File: src/hw/pmic_cfg_pkg.sv
package pmic_cfg_pkg;
  // Register subaddresses on the serial bus
  localparam logic [7:0] ADDR_PASSWORD   = 8'h10;
  localparam logic [7:0] ADDR_ENABLE_TWO = 8'h12;
  localparam logic [7:0] ADDR_CONFIG_ONE = 8'h13;
  localparam logic [7:0] ADDR_CONFIG_TWO = 8'h14;
  // Reset values
  localparam logic [7:0] RST_ENABLE_TWO  = 8'h00;
  localparam logic [7:0] RST_CONFIG_ONE  = 8'h4c;
  localparam logic [7:0] RST_CONFIG_TWO  = 8'hc0;
  // Writable bit masks; other bits are reserved and read zero
  localparam logic [7:0] MASK_ENABLE_TWO = 8'h7f;
  localparam logic [7:0] MASK_CONFIG_TWO = 8'hcf;
  // Nonvolatile-backed bits of the second configuration register
  localparam logic [7:0] NV_MASK_CONFIG_TWO = 8'hc0;
  // Enable register fields
  localparam int BIT_LINEAR_REG_ON  = 0;
  localparam int BIT_SWITCH_ONE_ON  = 1;
  localparam int BIT_SWITCH_TWO_ON  = 2;
  localparam int BIT_SWITCH_THREE_ON = 3;
  localparam int BIT_OUT_ONE        = 4;
  localparam int BIT_OUT_TWO        = 5;
  localparam int BIT_PIN_THREE      = 6;
  // First configuration register fields
  localparam int BIT_PB_LONG        = 7;
  localparam int BIT_OUT_TWO_BUF    = 6;
  localparam int BIT_PIN_PAIR_MODE  = 5;
  localparam int BIT_PG_DELAY_HI    = 4;
  localparam int BIT_PG_DELAY_LO    = 3;
  localparam int BIT_SUPERVISOR_TIGHT = 2;
  localparam int BIT_UNDERVOLTAGE_THRESHOLD_HI        = 1;
  localparam int BIT_UNDERVOLTAGE_THRESHOLD_LO        = 0;
  // Second configuration register fields
  localparam int BIT_WARM_RESET_SELECT = 7;
  // Timing
  localparam int CLK_HZ       = 40_000_000;
  localparam int PB_SHORT_S   = 8;
  localparam int PB_LONG_S    = 15;
  localparam int PG_DELAY0_MS = 10;
  localparam int PG_DELAY1_MS = 20;
  localparam int PG_DELAY2_MS = 50;
  localparam int PG_DELAY3_MS = 150;
  localparam int CYC_PER_MS   = CLK_HZ / 1000;
endpackage

File: src/hw/pg_rise_delay.sv
`timescale 1ns/1ps
module pg_rise_delay #(
  parameter int CNT_W = 23,
  parameter int DLY0  = pmic_cfg_pkg::PG_DELAY0_MS * pmic_cfg_pkg::CYC_PER_MS,
  parameter int DLY1  = pmic_cfg_pkg::PG_DELAY1_MS * pmic_cfg_pkg::CYC_PER_MS,
  parameter int DLY2  = pmic_cfg_pkg::PG_DELAY2_MS * pmic_cfg_pkg::CYC_PER_MS,
  parameter int DLY3  = pmic_cfg_pkg::PG_DELAY3_MS * pmic_cfg_pkg::CYC_PER_MS
) (
  input  wire logic       clk_sys_i,  // System clock
  input  wire logic       rst_i,      // Async reset, high
  input  wire logic       pg_raw_i,   // Undelayed power-good, synchronised
  input  wire logic [1:0] sel_i,      // Delay select code
  output logic            pg_o        // Delayed power-good
);
  logic [CNT_W-1:0] cnt_reg;
  logic [CNT_W-1:0] target;

  // Delay code to cycle count
  always_comb begin
    case (sel_i)
      2'h0:    target = CNT_W'(DLY0 - 1);
      2'h1:    target = CNT_W'(DLY1 - 1);
      2'h2:    target = CNT_W'(DLY2 - 1);
      default: target = CNT_W'(DLY3 - 1);
    endcase
  end

  always_ff @(posedge clk_sys_i or posedge rst_i) begin
    if (rst_i) begin
      cnt_reg <= '0;
      pg_o    <= 1'b0;
    end else if (!pg_raw_i) begin
      cnt_reg <= '0;
      pg_o    <= 1'b0;
    end else if (!pg_o) begin
      if (cnt_reg >= target) begin
        pg_o <= 1'b1;
      end else begin
        cnt_reg <= cnt_reg + 1'b1;
      end
    end
  end

  AST_PG_FALL_FAST: assert property (@(posedge clk_sys_i) disable iff (rst_i)
    !pg_raw_i |=> !pg_o) else $error("power-good fall was delayed");
  AST_PG_RISE_SLOW: assert property (@(posedge clk_sys_i) disable iff (rst_i)
    $rose(pg_o) |-> cnt_reg >= target) else $error("power-good rose early");
endmodule

File: src/hw/pmic_output_config_regs.sv
// What this block does
// - Pin three low at 0, released at 1
// - Pin three control ignored in warm-reset mode
// - Output two low at 0, released (open-drain) or driven high (push-pull) at 1
// - Pin one low at 0, released at 1
// - Pair mode ignores outputs one, two bits
// - Enable bits drive switches and regulator
// - Sequencer updates switch one, regulator bits
// - Button hold: 8 s or 15 s
// - Output two open-drain or push-pull
// - Pair mode: pin one drives output two
// - Normal mode: independent outputs, output two per its buffer bit
// - Only rising power-good is delayed
// - Tight supervisor limits enable overvoltage monitor
// - Config one at 0x13, reset 0x4c
// - Config two at 0x14, reset 0xc0
// - Warm-reset select turns pin three input
`timescale 1ns/1ps
module pmic_output_config_regs #(
  parameter logic [6:0] DEV_ADDR     = 7'h30,  // Bus address, plain default
  parameter logic [7:0] UNLOCK_KEY   = 8'h7d,  // Password scramble key, arbitrary
  parameter int         PB_SHORT_CYC = pmic_cfg_pkg::PB_SHORT_S * pmic_cfg_pkg::CLK_HZ,
  parameter int         PB_LONG_CYC  = pmic_cfg_pkg::PB_LONG_S * pmic_cfg_pkg::CLK_HZ,
  parameter int         PG_DLY0_CYC  = pmic_cfg_pkg::PG_DELAY0_MS * pmic_cfg_pkg::CYC_PER_MS,
  parameter int         PG_DLY1_CYC  = pmic_cfg_pkg::PG_DELAY1_MS * pmic_cfg_pkg::CYC_PER_MS,
  parameter int         PG_DLY2_CYC  = pmic_cfg_pkg::PG_DELAY2_MS * pmic_cfg_pkg::CYC_PER_MS,
  parameter int         PG_DLY3_CYC  = pmic_cfg_pkg::PG_DELAY3_MS * pmic_cfg_pkg::CYC_PER_MS
) (
  input  wire logic       clk_sys_i,               // 40 MHz system clock
  input  wire logic       rst_i,                   // Power-on reset, async high
  input  wire logic       scl_i,                   // Serial clock pin
  input  wire logic       sda_i,                   // Serial data pin level
  output logic            sda_o,                   // Serial data drive value
  output logic            sda_oe_o,                // Serial data drive enable
  input  wire logic [7:0] nv_config_one_i,         // Stored defaults, config one
  input  wire logic [7:0] nv_config_two_i,         // Stored defaults, config two
  input  wire logic       seq_update_i,            // Sequencer update pulse
  input  wire logic       seq_switch_one_on_i,     // Sequenced switch one state
  input  wire logic       seq_linear_reg_on_i,     // Sequenced regulator state
  input  wire logic       general_pin_three_i,     // Pin three level
  output logic            general_pin_three_o,     // Pin three drive value
  output logic            general_pin_three_oe_o,  // Pin three drive enable
  input  wire logic       general_pin_one_i,       // Pin one level
  output logic            general_pin_one_o,       // Pin one drive value
  output logic            general_pin_one_oe_o,    // Pin one drive enable
  output logic            general_out_two_o,       // Output two drive value
  output logic            general_out_two_oe_o,    // Output two drive enable
  output logic            warm_reset_n_o,          // Warm reset to bucks, low
  output logic            switch_three_on_o,       // Load switch three enable
  output logic            switch_two_on_o,         // Load switch two enable
  output logic            switch_one_on_o,         // Load switch one enable
  output logic            linear_reg_on_o,         // Linear regulator enable
  input  wire logic       push_button_n_i,         // Push button, low pressed
  output logic            pb_reset_o,              // Button reset pulse
  input  wire logic       power_good_raw_i,        // Undelayed power-good
  output logic            power_good_o,            // Delayed power-good
  output logic            supervisor_tight_o,      // Tight falling limits
  output logic            ov_monitor_en_o,         // Overvoltage monitor enable
  output logic [1:0]      undervoltage_threshold_o // Lockout threshold code
);
  typedef enum logic [8:0] {
    ST_IDLE  = 9'h001,
    ST_ADDR  = 9'h002,
    ST_AACK  = 9'h004,
    ST_SUB   = 9'h008,
    ST_SACK  = 9'h010,
    ST_WDATA = 9'h020,
    ST_WACK  = 9'h040,
    ST_RDATA = 9'h080,
    ST_RACK  = 9'h100
  } bus_state_t;

  // Pin synchronisers, two flops each
  logic [1:0] scl_sync_reg, sda_sync_reg, pin3_sync_reg, pin1_sync_reg;
  logic [1:0] pb_sync_reg, pg_sync_reg;
  logic       scl_d_reg, sda_d_reg;
  always_ff @(posedge clk_sys_i or posedge rst_i) begin
    if (rst_i) begin
      scl_sync_reg  <= 2'h3;
      sda_sync_reg  <= 2'h3;
      pin3_sync_reg <= 2'h3;
      pin1_sync_reg <= 2'h3;
      pb_sync_reg   <= 2'h3;
      pg_sync_reg   <= 2'h0;
      scl_d_reg     <= 1'b1;
      sda_d_reg     <= 1'b1;
    end else begin
      scl_sync_reg  <= {scl_sync_reg[0], scl_i};
      sda_sync_reg  <= {sda_sync_reg[0], sda_i};
      pin3_sync_reg <= {pin3_sync_reg[0], general_pin_three_i};
      pin1_sync_reg <= {pin1_sync_reg[0], general_pin_one_i};
      pb_sync_reg   <= {pb_sync_reg[0], push_button_n_i};
      pg_sync_reg   <= {pg_sync_reg[0], power_good_raw_i};
      scl_d_reg     <= scl_sync_reg[1];
      sda_d_reg     <= sda_sync_reg[1];
    end
  end

  logic scl_s, sda_s, scl_rise, scl_fall, bus_start, bus_stop;
  assign scl_s     = scl_sync_reg[1];
  assign sda_s     = sda_sync_reg[1];
  assign scl_rise  = scl_s & ~scl_d_reg;
  assign scl_fall  = ~scl_s & scl_d_reg;
  assign bus_start = scl_s & scl_d_reg & sda_d_reg & ~sda_s;
  assign bus_stop  = scl_s & scl_d_reg & ~sda_d_reg & sda_s;

  // Register storage
  logic [7:0] enable_two_reg, config_one_reg, config_two_reg;
  logic       loaded_reg;
  logic       unlock_reg;
  logic [7:0] unlock_addr_reg;
  logic       wr_stb_reg;
  logic [7:0] wr_addr_reg, wr_data_reg;
  logic       prot_addr, wr_allowed;

  // Read mux; password and unmapped addresses read zero
  function automatic logic [7:0] read_mux(input logic [7:0] a);
    logic [7:0] d;
    d = 8'h00;
    case (a)
      pmic_cfg_pkg::ADDR_ENABLE_TWO: d = enable_two_reg;
      pmic_cfg_pkg::ADDR_CONFIG_ONE: d = config_one_reg;
      pmic_cfg_pkg::ADDR_CONFIG_TWO: d = config_two_reg;
      default:                       d = 8'h00;
    endcase
    return d;
  endfunction

  // Serial bus slave state machine
  bus_state_t state_reg;
  logic [3:0] bit_cnt_reg;
  logic [7:0] shift_reg, tx_reg, sub_reg;
  logic       rw_reg, nack_reg, sda_low_reg;
  logic [7:0] rd_cur, rd_inc;
  // Read data for this and the next subaddress; a call result cannot be bit-selected
  always_comb begin
    rd_cur = read_mux(sub_reg);
    rd_inc = read_mux(sub_reg + 8'h01);
  end
  always_ff @(posedge clk_sys_i or posedge rst_i) begin
    if (rst_i) begin
      state_reg   <= ST_IDLE;
      bit_cnt_reg <= 4'h0;
      shift_reg   <= 8'h00;
      tx_reg      <= 8'h00;
      sub_reg     <= 8'h00;
      rw_reg      <= 1'b0;
      nack_reg    <= 1'b0;
      sda_low_reg <= 1'b0;
      wr_stb_reg  <= 1'b0;
      wr_addr_reg <= 8'h00;
      wr_data_reg <= 8'h00;
    end else begin
      wr_stb_reg <= 1'b0;
      // bus held off until defaults load
      if (!loaded_reg || bus_stop) begin
        state_reg   <= ST_IDLE;
        sda_low_reg <= 1'b0;
      end else if (bus_start) begin
        state_reg   <= ST_ADDR;
        bit_cnt_reg <= 4'h0;
        sda_low_reg <= 1'b0;
      end else if (scl_rise) begin
        if (state_reg == ST_ADDR || state_reg == ST_SUB || state_reg == ST_WDATA) begin
          shift_reg   <= {shift_reg[6:0], sda_s};
          bit_cnt_reg <= bit_cnt_reg + 4'h1;
        end
        if (state_reg == ST_RACK) begin
          nack_reg <= sda_s;
        end
      end else if (scl_fall) begin
        case (state_reg)
          ST_ADDR: begin
            if (bit_cnt_reg == 4'h8) begin
              if (shift_reg[7:1] == DEV_ADDR) begin
                rw_reg      <= shift_reg[0];
                sda_low_reg <= 1'b1;
                state_reg   <= ST_AACK;
              end else begin
                state_reg <= ST_IDLE;
              end
            end
          end
          ST_AACK: begin
            bit_cnt_reg <= 4'h0;
            if (rw_reg) begin
              tx_reg      <= rd_cur;
              sda_low_reg <= ~rd_cur[7];
              state_reg   <= ST_RDATA;
            end else begin
              sda_low_reg <= 1'b0;
              state_reg   <= ST_SUB;
            end
          end
          ST_SUB: begin
            if (bit_cnt_reg == 4'h8) begin
              sub_reg     <= shift_reg;
              sda_low_reg <= 1'b1;
              state_reg   <= ST_SACK;
            end
          end
          ST_WDATA: begin
            if (bit_cnt_reg == 4'h8) begin
              wr_stb_reg  <= 1'b1;
              wr_addr_reg <= sub_reg;
              wr_data_reg <= shift_reg;
              sub_reg     <= sub_reg + 8'h01;
              sda_low_reg <= 1'b1;
              state_reg   <= ST_WACK;
            end
          end
          ST_SACK, ST_WACK: begin
            bit_cnt_reg <= 4'h0;
            sda_low_reg <= 1'b0;
            state_reg   <= ST_WDATA;
          end
          ST_RDATA: begin
            if (bit_cnt_reg == 4'h7) begin
              sda_low_reg <= 1'b0;
              state_reg   <= ST_RACK;
            end else begin
              bit_cnt_reg <= bit_cnt_reg + 4'h1;
              tx_reg      <= {tx_reg[6:0], 1'b0};
              sda_low_reg <= ~tx_reg[6];
            end
          end
          ST_RACK: begin
            // Master nack ends the read burst
            if (nack_reg) begin
              state_reg <= ST_IDLE;
            end else begin
              sub_reg     <= sub_reg + 8'h01;
              tx_reg      <= rd_inc;
              sda_low_reg <= ~rd_inc[7];
              bit_cnt_reg <= 4'h0;
              state_reg   <= ST_RDATA;
            end
          end
          default: state_reg <= ST_IDLE;
        endcase
      end
    end
  end

  // Open-drain data line: drive low only
  assign sda_o    = 1'b0;
  assign sda_oe_o = sda_low_reg;

  assign prot_addr = (wr_addr_reg == pmic_cfg_pkg::ADDR_ENABLE_TWO) ||
                     (wr_addr_reg == pmic_cfg_pkg::ADDR_CONFIG_ONE) ||
                     (wr_addr_reg == pmic_cfg_pkg::ADDR_CONFIG_TWO);
  // one unlock covers one matching write
  assign wr_allowed = unlock_reg && (unlock_addr_reg == wr_addr_reg);

  // Password unlock; any later non-password write consumes it
  always_ff @(posedge clk_sys_i or posedge rst_i) begin
    if (rst_i) begin
      unlock_reg      <= 1'b0;
      unlock_addr_reg <= 8'h00;
    end else if (wr_stb_reg) begin
      if (wr_addr_reg == pmic_cfg_pkg::ADDR_PASSWORD) begin
        unlock_reg      <= 1'b1;
        unlock_addr_reg <= wr_data_reg ^ UNLOCK_KEY;
      end else begin
        unlock_reg <= 1'b0;
      end
    end
  end

  // Register writes, default load and sequencer updates
  always_ff @(posedge clk_sys_i or posedge rst_i) begin
    if (rst_i) begin
      enable_two_reg <= pmic_cfg_pkg::RST_ENABLE_TWO;
      config_one_reg <= pmic_cfg_pkg::RST_CONFIG_ONE;
      config_two_reg <= pmic_cfg_pkg::RST_CONFIG_TWO;
      loaded_reg     <= 1'b0;
    end else begin
      if (!loaded_reg) begin
        // stored defaults, first cycle after release
        config_one_reg <= nv_config_one_i;
        config_two_reg <= (config_two_reg & ~pmic_cfg_pkg::NV_MASK_CONFIG_TWO) |
                          (nv_config_two_i & pmic_cfg_pkg::NV_MASK_CONFIG_TWO);
        loaded_reg     <= 1'b1;
      end else if (wr_stb_reg && prot_addr && wr_allowed) begin
        case (wr_addr_reg)
          pmic_cfg_pkg::ADDR_ENABLE_TWO:
            enable_two_reg <= wr_data_reg & pmic_cfg_pkg::MASK_ENABLE_TWO;
          pmic_cfg_pkg::ADDR_CONFIG_ONE: config_one_reg <= wr_data_reg;
          pmic_cfg_pkg::ADDR_CONFIG_TWO:
            config_two_reg <= wr_data_reg & pmic_cfg_pkg::MASK_CONFIG_TWO;
          default: config_one_reg <= config_one_reg;
        endcase
      end
      if (seq_update_i) begin
        enable_two_reg[pmic_cfg_pkg::BIT_SWITCH_ONE_ON] <= seq_switch_one_on_i;
        enable_two_reg[pmic_cfg_pkg::BIT_LINEAR_REG_ON] <= seq_linear_reg_on_i;
      end
    end
  end

  logic warm_sel, pair_mode, out_two_pp, out_two_val;
  assign warm_sel  = config_two_reg[pmic_cfg_pkg::BIT_WARM_RESET_SELECT];
  assign pair_mode = config_one_reg[pmic_cfg_pkg::BIT_PIN_PAIR_MODE];
  assign out_two_pp = config_one_reg[pmic_cfg_pkg::BIT_OUT_TWO_BUF];
  // output two source by pair mode
  assign out_two_val = pair_mode ? pin1_sync_reg[1] : enable_two_reg[pmic_cfg_pkg::BIT_OUT_TWO];

  // Pin drivers, registered to keep them glitch free
  always_ff @(posedge clk_sys_i or posedge rst_i) begin
    if (rst_i) begin
      general_pin_three_o    <= 1'b0;
      general_pin_three_oe_o <= 1'b0;
      general_pin_one_o      <= 1'b0;
      general_pin_one_oe_o   <= 1'b0;
      general_out_two_o      <= 1'b0;
      general_out_two_oe_o   <= 1'b0;
      warm_reset_n_o         <= 1'b1;
    end else begin
      // pin three output or warm-reset input
      general_pin_three_o    <= 1'b0;
      general_pin_three_oe_o <= ~warm_sel & ~enable_two_reg[pmic_cfg_pkg::BIT_PIN_THREE];
      warm_reset_n_o         <= warm_sel ? pin3_sync_reg[1] : 1'b1;
      general_pin_one_o      <= 1'b0;
      general_pin_one_oe_o   <= ~pair_mode & ~enable_two_reg[pmic_cfg_pkg::BIT_OUT_ONE];
      general_out_two_o      <= out_two_pp ? out_two_val : 1'b0;
      general_out_two_oe_o   <= out_two_pp ? 1'b1 : ~out_two_val;
    end
  end

  assign switch_three_on_o = enable_two_reg[pmic_cfg_pkg::BIT_SWITCH_THREE_ON];
  assign switch_two_on_o   = enable_two_reg[pmic_cfg_pkg::BIT_SWITCH_TWO_ON];
  assign switch_one_on_o   = enable_two_reg[pmic_cfg_pkg::BIT_SWITCH_ONE_ON];
  assign linear_reg_on_o   = enable_two_reg[pmic_cfg_pkg::BIT_LINEAR_REG_ON];
  assign supervisor_tight_o = config_one_reg[pmic_cfg_pkg::BIT_SUPERVISOR_TIGHT];
  assign ov_monitor_en_o    = config_one_reg[pmic_cfg_pkg::BIT_SUPERVISOR_TIGHT];
  assign undervoltage_threshold_o =
    config_one_reg[pmic_cfg_pkg::BIT_UNDERVOLTAGE_THRESHOLD_HI:pmic_cfg_pkg::BIT_UNDERVOLTAGE_THRESHOLD_LO];

  // Push-button hold timer; one pulse per press
  logic [29:0] pb_cnt_reg;
  logic [29:0] pb_target;
  logic        pb_fired_reg;
  assign pb_target = config_one_reg[pmic_cfg_pkg::BIT_PB_LONG] ?
                     30'(PB_LONG_CYC - 1) : 30'(PB_SHORT_CYC - 1);
  always_ff @(posedge clk_sys_i or posedge rst_i) begin
    if (rst_i) begin
      pb_cnt_reg   <= 30'h0;
      pb_fired_reg <= 1'b0;
      pb_reset_o   <= 1'b0;
    end else begin
      pb_reset_o <= 1'b0;
      if (pb_sync_reg[1]) begin
        pb_cnt_reg   <= 30'h0;
        pb_fired_reg <= 1'b0;
      end else if (!pb_fired_reg) begin
        if (pb_cnt_reg >= pb_target) begin
          pb_reset_o   <= 1'b1;
          pb_fired_reg <= 1'b1;
        end else begin
          pb_cnt_reg <= pb_cnt_reg + 30'h1;
        end
      end
    end
  end

  pg_rise_delay #(
    .CNT_W (23),
    .DLY0  (PG_DLY0_CYC),
    .DLY1  (PG_DLY1_CYC),
    .DLY2  (PG_DLY2_CYC),
    .DLY3  (PG_DLY3_CYC)
  ) u_pg_delay (
    .clk_sys_i (clk_sys_i),
    .rst_i     (rst_i),
    .pg_raw_i  (pg_sync_reg[1]),
    .sel_i     (config_one_reg[pmic_cfg_pkg::BIT_PG_DELAY_HI:pmic_cfg_pkg::BIT_PG_DELAY_LO]),
    .pg_o      (power_good_o)
  );

  AST_PIN_THREE_LOW: assert property (@(posedge clk_sys_i) disable iff (rst_i)
    (!warm_sel && !enable_two_reg[6]) |=> (general_pin_three_oe_o && !general_pin_three_o))
    else $error("pin three not driven low");
  AST_PIN_THREE_WARM: assert property (@(posedge clk_sys_i) disable iff (rst_i)
    warm_sel |=> !general_pin_three_oe_o) else $error("pin three driven in warm mode");
  AST_WARM_FOLLOW: assert property (@(posedge clk_sys_i) disable iff (rst_i)
    (warm_sel && !pin3_sync_reg[1]) |=> !warm_reset_n_o) else $error("warm reset missed");
  AST_OUT_TWO_LOW: assert property (@(posedge clk_sys_i) disable iff (rst_i)
    (!pair_mode && !enable_two_reg[5]) |=> (general_out_two_oe_o && !general_out_two_o))
    else $error("output two not low");
  AST_PIN_ONE: assert property (@(posedge clk_sys_i) disable iff (rst_i)
    !pair_mode |=> (general_pin_one_oe_o == !$past(enable_two_reg[4])))
    else $error("pin one drive wrong");
  AST_PAIR_FOLLOW: assert property (@(posedge clk_sys_i) disable iff (rst_i)
    (pair_mode && out_two_pp) |=> (general_out_two_o == $past(pin1_sync_reg[1]))
    && !general_pin_one_oe_o) else $error("paired output two wrong");
  AST_BUF_OD: assert property (@(posedge clk_sys_i) disable iff (rst_i)
    !out_two_pp |=> !general_out_two_o) else $error("open-drain drove high");
  AST_SEQ_WINS: assert property (@(posedge clk_sys_i) disable iff (rst_i)
    (loaded_reg && seq_update_i) |=> (switch_one_on_o == $past(seq_switch_one_on_i))
    && (linear_reg_on_o == $past(seq_linear_reg_on_i))) else $error("sequencer lost");
  AST_LOCKED: assert property (@(posedge clk_sys_i) disable iff (rst_i)
    (loaded_reg && wr_stb_reg && prot_addr && !wr_allowed && !seq_update_i)
    |=> $stable(enable_two_reg) && $stable(config_one_reg) && $stable(config_two_reg))
    else $error("locked register changed");
  AST_NV_LOAD: assert property (@(posedge clk_sys_i) disable iff (rst_i)
    !loaded_reg |=> (config_one_reg == $past(nv_config_one_i)) && state_reg == ST_IDLE)
    else $error("defaults not loaded");
  AST_PB_TIME: assert property (@(posedge clk_sys_i) disable iff (rst_i)
    pb_reset_o |-> $past(pb_cnt_reg) >= $past(pb_target)) else $error("button fired early");
  AST_TIGHT: assert property (@(posedge clk_sys_i) disable iff (rst_i)
    ov_monitor_en_o == config_one_reg[2]) else $error("overvoltage enable wrong");

  COV_WRITE: cover property (@(posedge clk_sys_i) disable iff (rst_i)
    wr_stb_reg && wr_allowed);
  COV_READ: cover property (@(posedge clk_sys_i) disable iff (rst_i)
    state_reg == ST_RACK ##1 state_reg == ST_RDATA);
  COV_PB: cover property (@(posedge clk_sys_i) disable iff (rst_i) pb_reset_o);
endmodule

File: config.mk
export PLATFORM = sky130hd
export DESIGN_NAME = pmic_output_config_regs
export DESIGN_NICKNAME = d
export VERILOG_FILES = /design/src/hw/pmic_cfg_pkg.sv /design/src/hw/pg_rise_delay.sv /design/src/hw/pmic_output_config_regs.sv
export SDC_FILE = /design/constraint.sdc
export NUM_CORES = 1
export LEC_CHECK = 0
export BUFFER_PORTS_ARGS = -buffer_cell sky130_fd_sc_hd__buf_2
export CAP_MARGIN = 20
export CORE_ASPECT_RATIO = 1.4
export CORE_MARGIN = 2
export CORE_UTILIZATION = 40
export DETAILED_ROUTE_END_ITERATION = 7
export SETUP_SLACK_MARGIN = 0.15
export SLEW_MARGIN = 25
export SYNTH_ARGS = -nofsm -noshare
export SYNTH_HDL_FRONTEND = slang
export SYNTH_SLANG_ARGS = --single-unit
File: constraint.sdc
create_clock -name clk_sys_i -period 5.04 [get_ports clk_sys_i]
set_input_delay 0.252 -clock clk_sys_i [delete_from_list [all_inputs] [get_ports clk_sys_i]]
set_output_delay 0.252 -clock clk_sys_i [all_outputs]
set_load 0.02 [all_outputs]
; Yosys cells after proc, flatten, opt, wreduce, memory -nomap -nowiden
; Cells that the tools add are included.
[totals]
reg_bits = 164
inputBits = 27
output_inout_bits = 19
word_cells = 230
[classes]
add_sub_neg = 4
order_cmp = 2
eq_ne = 47
mux = 77
bitwise = 26
n_reduce_logical = 38
[op_table]
columns = cell, n
row1 = $mux W30, 4
row2 = $mux W8, 11
row3 = $eq A8 B5 Y1 const B, 10
row4 = $mux W9, 8
row5 = $pmux W8 S3, 3
row6 = $mux W23, 3
row7 = $pmux W23 S3, 1
row8 = $pmux W9 S7, 1
row9 = $add A30 B1 Y30 const B, 1
row10 = $ge A30 B30 Y1, 1
row11 = $mux W1, 29
row12 = $mux W4, 6
row13 = $add A23 B1 Y23 const B, 1
row14 = $ge A23 B23 Y1, 1
row15 = $mux W7, 3
row16 = $pmux W7 S3, 1
row17 = $reduce_and A6 Y1, 3
row18 = $ne A4 B3 Y1 const B, 4
row19 = $ne A4 B4 Y1 const B, 4
row20 = $reduce_and A8 Y1, 2
row21 = $not A1 Y1, 15
row22 = $ne A2 B2 Y1 const B, 7
row23 = $reduce_and A7 Y1, 2
row24 = $pmux W4 S3, 1
row25 = other kinds (38), 72

; Longest topological paths before layout
; Gate-level depths: netlist of run 1.
[logic_depth]
depth_word = 10
mapped_depth = 12
mapped_depth_nobuf = 11

; Hierarchy
; Synthesis of run 1 repeated with hierarchy kept, for this count alone.
[unflattened]
hier_cells = 974
area_unflattened_um2 = 9414.0
[modules_own_cells]
columns = module, instances, cells_per_inst, area_per_inst_um2, seq_area_each_um2
row1 = pmic_output_config_regs, 1, 776, 7621.1, 3477.1
row2 = pg_rise_delay, 1, 198, 1793.0, 600.6

; Worst setup path after synthesis of run 1
; OpenSTA, ideal clock, no wires.
[synth_timing]
path_type = reg-to-reg
from = register config_one_reg[3]
to = register u_pg_delay.cnt_reg[9]
setup_ps = 79
t_arrival_ps = 2702
required_ps = 4961
slack_ps = 2258
stages_incl_launch_ff = 11
n_path_buf = 0
synth_period_minus_slack_ps = 2782
cell_sequence = dfstp_2 ha_1 inv_1 ha_1 a21o_1 a21o_1 a211oi_1 o211ai_1 a2111oi_0 and3_1 mux2i_1
[synth_between]
elab_chain_cells = 5
elab_cells_between_ends = 7
classes_between = order compare: 1 / eq/ne: 3 / mux: 1 / reduce/logical: 2
[synth_rtl]
columns = element, line_no
row1 = "start, declared", pmic_output_config_regs.sv:108  ; logic [7:0] enable_two_reg, config_one_reg, config_two_reg;
row2 = "start signal, assigned", pmic_output_config_regs.sv:274  ; config_one_reg <= pmic_cfg_pkg::RST_CONFIG_ONE;
row3 = "start signal, assigned", pmic_output_config_regs.sv:280  ; config_one_reg <= nv_config_one_i;
row4 = "start signal, assigned", pmic_output_config_regs.sv:288  ; pmic_cfg_pkg::ADDR_CONFIG_ONE: config_one_reg <= wr_data_reg;
row5 = $eq A2 B2 Y1 (tied with other cells), pg_rise_delay.sv:20  ; case (sel_i)
row6 = $pmux W23 S3 *, pg_rise_delay.sv:20
row7 = $ge A23 B23 Y1 *, pg_rise_delay.sv:36  ; if (cnt_reg >= target) begin
row8 = $ne A2 B2 Y1 (no line) *, -
row9 = $reduce_and A2 Y1 (no line) *, -
row10 = "end signal, assigned", pg_rise_delay.sv:39  ; cnt_reg <= cnt_reg + 1'b1;
row11 = "end, declared", pg_rise_delay.sv:15  ; logic [CNT_W-1:0] cnt_reg;
; Mark *: on every way between the ends. The rest lies on a longest branch, timed or not.
; A chain may end at the register's enable or synchronous reset.

; Worst setup path after layout of run 1
[layout_timing]
from = register config_one_reg[3]
to = register u_pg_delay.cnt_reg[12]
; The elaborated chain is that of the path after synthesis.

==> summary.txt, run 1 <==
Outcome
  – Status: complete, no violations

Layout
  – Area Growth Syn to Fin: 11.7%
  – Post-layout net count: between 900 and 1000
  – # diodes: 0
  – Layout cells sized above 1: 0.172
  – Post-route cell area: 10000 µm²
  – Largest register FFs: 30

Synthesis
  – Synthesized area per cell: 10.0 µm²
  – Most instantiated cells after synthesis: dfrtp_1 (143), a21oi_1 (64), nand2_1 (63), nor2_1 (60), mux2_2 (44)
  – Predominant post-synthesis flop cell: dfrtp_1
  – Register area share after synthesis: 0.454
  – Main area contributors after synthesis: dfrtp_1 (40%), ha_1 (5.7%), dfstp_2 (5.6%), mux2_2 (5.5%), a21oi_1 (3.6%)
  – Mapped Cells: roughly 890
  – EDFF count, synth: 0
  – Area share of the largest cell type after synthesis: 0.399
  – Yosys cell types: 74
  – Count leader, synth: dfrtp_1
  – Synth area leader: dfrtp_1
  – #FFs+latches synth: roughly 160
  – Ys async rst share: 1.00
  – Post-synth design cell area: between 8000 and 9000 µm²
  – Warnings from Yosys: 0

Setup path
  – CP Max Fanout: 11
  – Worst setup EP type: flop
  – Startpoint class of the critical path: flop
  – Critical path arrival: around 3.8 ns
  – WS Path Type: reg -> reg
  – WP data required: approximately 5.4 ns

Floorplanning
  – Core Area: ~22000 µm²
  – Die W: between 100 and 150 µm
  – Cell row count: 64
  – Die Area: 23700 µm²
  – Starting Density: 0.409
  – IO Count: 46
  – Die Y: about 180 µm

STA
  – Max Clk Rate: about 0.29 GHz
  – Hold Violations, Final: 0
  – Post-layout min period: 3.51 ns
  – Slew Limit Headroom: 0.312
  – Setup tns final: 0 ns
  – Unrepaired setup endpoints after global routing: no
  – Worst Tran Pin Value: ~1.0 ns
  – Final setup vio count: 0
  – Slew Limit Fails: 0
  – Clk_skew: ~0.0097 ns
  – Fin crit share: 0.696

Placement
  – Post-DP HPWL: roughly 14 mm
  – GPL Wtd Cong: 0.793
  – Port bufs: 36
  – Area post-placement: around 9400 µm²

Pwr
  – Clock Power Share: 0.448
  – Switching Fraction: 0.260
  – Max VDD drop: 242 µV
  – Sequential power share: 0.499
  – Static Leak: about 4.5 nW
  – Pwr Density: roughly 270 nW/µm²
  – Combinational group share of total power: 0.053
  – Internal power: slightly above 0.002 W
  – Net switching power: between 0.0007 and 0.0008 W

Routing
  – DRC violations left: 0
  – Total wire length: roughly 21 mm
  – DRT iter0 DRCs: 478
  – Routed Antenna Nets: 0
  – Detail-routed via count per cell: between 5 and 6
  – Drt wl/cell: around 17 µm
  – Via count: slightly below 7000
  – DRT Pass-1 Iters: 5

CTS
  – CTS max path bufs: 2
  – Clock latency of the later-clocked register in the worst-skew pair: around 0.44 ns
  – Clock transition at path regs: 0.07 ns
  – Depth of the CTS H-tree: 4
  – TritonCTS buffer count: 17
  – CTS tree: yes
  – CTS Sinks: roughly 160
  – CTS root buf: clkbuf_16

Global routing
  – Overflow after GRT: 0
  – Largest net degree at the start of global routing: 71
  – GRT Total Usage: 0.182
  – Initial antenna violation count: 0
  – First-pass GRT wire length: around 34 mm
  – Vias in the first global route: 6716

Flow run
  – Max-cap viol count: 0

Min path
  – Hold crit path type: in -> reg
final timing paths:
check	start	to	slack, ns	depth (start not counted)
setup reg to reg	config_one_reg[3]	u_pg_delay.cnt_reg[12]	1.53	10
max in group asynchronous	rst_i	shift_reg[3]	3.39	4
min in group asynchronous	rst_i	pg_sync_reg[1]	0.49	3
hold reg to reg	pg_sync_reg[0]	pg_sync_reg[1]	0.35	0
setup / recovery	config_one_reg[3]	u_pg_delay.cnt_reg[12]	1.53	10
hold / removal	seq_switch_one_on_i	enable_two_reg[1]	0.03	3
power by group through the flow:
stage                     sequential, W  combinational [W]  clock [W]
after floorplan                 0.00138           0.000104          0
after global routing            0.00137           0.000168    0.00132
after detailed placement        0.00139           0.000144          0
after global placement          0.00139           0.000141          0
after CTS                       0.00137           0.000149    0.00126
final                           0.00137           0.000145    0.00123
final cells by class:
class	count	area [µm²]
fill	2134	11900
timing repair buffer	51	310
sequential	162	4080
inverter	32	125
tap	297	372
multi-input combinational	660	4590
clock inverter	14	119
clock buffer	18	429
logic make-up after synthesis:
family / synth area share
AND/OR/NAND/NOR: 0.198
AO/OA/AOI/OAI: 0.136
flip-flops: 0.454
buffers and inverters: 0.0363
multiplexers: 0.0820
adder cells (fa/ha/maj): 0.0572
XOR/XNOR: 0.0351
other: 0.000837
through the flow:
stage               setup WS, ns  cells  hold slack [ns]  power [W]   util
floorplan                  0.443    896            0.256    0.00148      -
global placement            1.60   1195            0.336    0.00153  0.428
detailed placement          1.56   1195            0.339    0.00154  0.428
CTS                         1.54   1234           0.0153    0.00278  0.457
global route                1.28   1234           0.0306    0.00285  0.457
finish                      1.53   1234           0.0349    0.00274  0.457
worst max-delay path: stages (launching register included):
cell	delay, ns
dfstp_2	0.61
inv_1	0.08
ha_1	0.20
nor2_1	0.13
ha_1	0.26
a211o_1	0.28
a211oi_1	0.45
nand3_1	0.17
a21oi_1	0.82
nand4_1	0.23
mux2i_1	0.16
what timing repair did:
action                                 CTS  global route
gates resized for setup                  0             0
endpoints found under the hold margin   71             0
hold buffers                             7             0
setup buffers                            0             0
layer usage:
metal / routed length [µm] / vias to the layer above / GRT usage / share of wire
met5: 0 / - / 0 / 0
met4: 439 / 0 / 0.0634 / 0.021
met3: 590 / 30 / 0.0326 / 0.029
met2: 10300 / 116 / 0.305 / 0.50
met1: 9180 / 3315 / 0.235 / 0.45
li1: - / 3333 / - / -
cell usage in the layout (no fill, tap or decap), drive strengths merged, types with 8 or more instances in the layout:
master and instances:
dfrtp 143, a21oi 64, nand2 63, nor2 61, o21ai 46, mux2 44, buf 44, nand3 42
ha 41, inv 40, nand4 31, mux2i 24, xor2 21, nor3 20, dfstp 19, or3 19
nand2b 18, clkbuf 18, xnor2 15, and3 12, a21o 10, nor4 10, a222oi 9, nand4b 8
(Power assumes the default switching activity.)
==> run 2: changes to the inputs <==
clock period = 3.25 ns   (was 5.04 ns; I/O delays follow)
==> summary.txt, run 2 (synthesis results as in run 1) <==
Setup path
  – CP Max Fanout: 7 (-4)
  – Critical path arrival: 3.28 ns (-0.54 ns)
  – Largest stage delay on the critical path: 0.59 ns (-0.23 ns)
  – Slowest cell on crit path: dfstp_2
  – Startpoint class of the critical path: flop
  – R2r endpoint: u_pg_delay.cnt_reg[14]
  – Buf+Inv Stages, Crit Path: 2 (+1)
  – Worst reg-to-reg path cell count: 11 (+1)
  – WS Path Type: reg -> reg
  – Reg-to-reg startpoint: config_one_reg[3]
  – Worst-path cell chain: inv_1 -> ha_1 -> ha_1 -> nand4_1 -> nor4_2 -> a211oi_2 -> o211ai_1 -> a21oi_1 -> buf_4 -> a31o_2 -> a21oi_1
  – Top delay family on crit path: compound AO/OA/AOI/OAI gates
  – Worst setup EP type: flop
  – WP data required: 3.60 ns (-1.76 ns)
  – R2R Setup Slk: 0.32 ns (-1.21 ns)

STA
  – Unrepaired setup endpoints after global routing: yes
  – Fin crit share: 0.901 (+0.206)
  – Worst Tran Pin Value: 0.813 ns (-0.219 ns)
  – Clk_skew: 0.0129 ns (+0.00319 ns)
  – Max Clk Rate: 0.341 GHz (+20%)
  – Final setup vio count: 0 (unchanged)
  – Post-layout min period: 2.93 ns (-0.577 ns)
  – Setup tns final: 0 ns (unchanged)
  – PnR worst setup slack: 0.320 ns (-1.21 ns)
  – Hold Violations, Final: 0 (unchanged)
  – Slew Limit Fails: 0 (unchanged)
  – Worst hold slack: 0.0114 ns (-0.0236 ns)
  – Slew Limit Headroom: 0.457 (+0.145)

Layout
  – Finished Core Util: 0.477 (+0.0205)
  – Commonest non-fill, non-tap cell in the layout: dfrtp_1
  – Layout cells sized above 1: 0.200 (+0.0278)
  – # diodes: 0 (unchanged)
  – Largest register FFs: 30 (unchanged)
  – Most frequent cells in the layout: dfrtp_1 (143), nand2_1 (63), a21oi_1 (62)
  – Area Growth Syn to Fin: 16.7%
  – Filler cell count: 2109 (-1.2%)
  – Post-layout net count: 1037 (+4.5%)
  – Post-route cell area: 10500 µm² (+4.5%)

Min path
  – Worst hold endpoint: config_one_reg[4]
  – Hold Crit Depth: 3 (unchanged)
  – Hold crit path type: in -> reg
  – Min-Delay Startpoint: nv_config_one_i[4]

CTS
  – CTS max path bufs: 2 (unchanged)
  – TritonCTS buffer count: 17 (unchanged)
  – CTS tree: yes
  – CTS Sinks: 162 (unchanged)
  – Clock transition at path regs: 0.06 ns (about the same)
  – Depth of the CTS H-tree: 4 (unchanged)
  – CTS root buf: clkbuf_16
  – Clock latency of the later-clocked register in the worst-skew pair: 0.43 ns (about the same)

Routing
  – Total wire length: 21.2 mm (+3.3%)
  – Detail-routed via count per cell: 5.50 (-0.17%)
  – Via count: 7030 (+3.5%)
  – DRT iter0 DRCs: 464 (-2.9%)
  – Routed Antenna Nets: 0 (unchanged)
  – Drt wl/cell: 16.6 µm (-0.31%)
  – DRC violations left: 0 (unchanged)
  – DRT Pass-1 Iters: 7 (+2)

Global routing
  – Vias in the first global route: 7007 (+4.3%)
  – Initial antenna violation count: 0 (unchanged)
  – Largest net degree at the start of global routing: 62 (-13%)
  – GRT Total Usage: 0.190 (+0.00821)
  – First-pass GRT wire length: 35.8 mm (+4.6%)
  – Overflow after GRT: 0 (unchanged)

Pwr
  – Pwr Density: 421 nW/µm² (+54%)
  – Max VDD drop: 392 µV (+62%)
  – Static Leak: 4.68 nW (+5.0%)

Floorplanning
  – Starting Density: 0.409 (unchanged)
  – IO Count: 46 (unchanged)
  – Die Area: 23700 µm² (unchanged)
  – Cell row count: 64 (unchanged)
  – Core Area: 21900 µm² (unchanged)
  – Die W: 131 µm (unchanged)
  – Die Y: 181 µm (unchanged)

Placement
  – Port bufs: 36 (unchanged)
  – Post-DP HPWL: 14.9 mm (+4.6%)
  – Area post-placement: 9620 µm² (+2.4%)
  – Pre-CTS setup slack: 0.180 ns (-1.38 ns)
  – GPL Wtd Cong: 0.855 (+7.7%)

Flow run
  – Max-cap viol count: 0 (unchanged)

Outcome
  – Status: complete, no violations
[run 2: cell types whose count changed in the layout (fill, tap and decap cells not counted), moves of 2 or more]
cell / change
a2111oi_0: -2
buf_4: +29
bufinv_16: +2
dlygate4sd3_1: +14
inv_6: -4
[run 2: worst max path at each step]
stage                      startpoint                endpoint  slack, ns  cells past startpoint
floorplan           config_one_reg[3]   u_pg_delay.cnt_reg[9]       0.47                     10
global route        config_one_reg[3]   u_pg_delay.cnt_reg[9]       0.11                     11
detailed placement  config_one_reg[3]   u_pg_delay.cnt_reg[9]       0.18                     11
CTS                 config_one_reg[3]   u_pg_delay.cnt_reg[9]       0.18                     11
finish              config_one_reg[3]  u_pg_delay.cnt_reg[14]       0.32                     11
global placement    config_one_reg[3]   u_pg_delay.cnt_reg[9]       0.18                     11
[run 2: per-layer routing]
layer,global-route usage,vias to the layer above,part of all wire
met5,0,-,0
met4,0.0566,0,0.018
met3,0.0352,35,0.034
met2,0.327,142,0.51
met1,0.241,3432,0.44
li1,-,3421,-
[run 2: repair_timing]
| action | in CTS | in global routing |
|---|---|---|
| pin swaps | 0 | 2 |
| endpoints found under the setup margin | 1 | 11 |
| resized for setup | 1 | 6 |
| buffers inserted | 0 | 2 |
| endpoints found under the hold margin | 45 | 0 |
| hold buffers | 21 | 0 |
[run 2: layout make-up]
cell class	instances	area (µm²)	area share
flip-flops and latches	162	4080	0.389
clock inverters	13	150	0.0143
well taps	297	372	0.0355
inverters	32	124	0.0118
repair buffers	96	699	0.0668
multi-input cells	660	4600	0.440
clock buffers	19	443	0.0423
[run 2: report_power, final]
part | internal (W) | total [W] | switching (W)
logic | 0.000100 | 0.000263 | 0.000163
clock network | 0.00117 | 0.00204 | 0.000870
registers | 0.00207 | 0.00211 | 0.0000413
[run 2: worst min-delay path: stages]
cell	delay, ns
buf_2	0.10
nor2_1	0.04
a21oi_1	0.09
[run 2: through the flow]
step                std cells  power (W)
floorplan                 896    0.00230
global placement         1224    0.00239
detailed placement       1224    0.00239
CTS                      1277    0.00447
global route             1279    0.00459
finish                   1279    0.00441
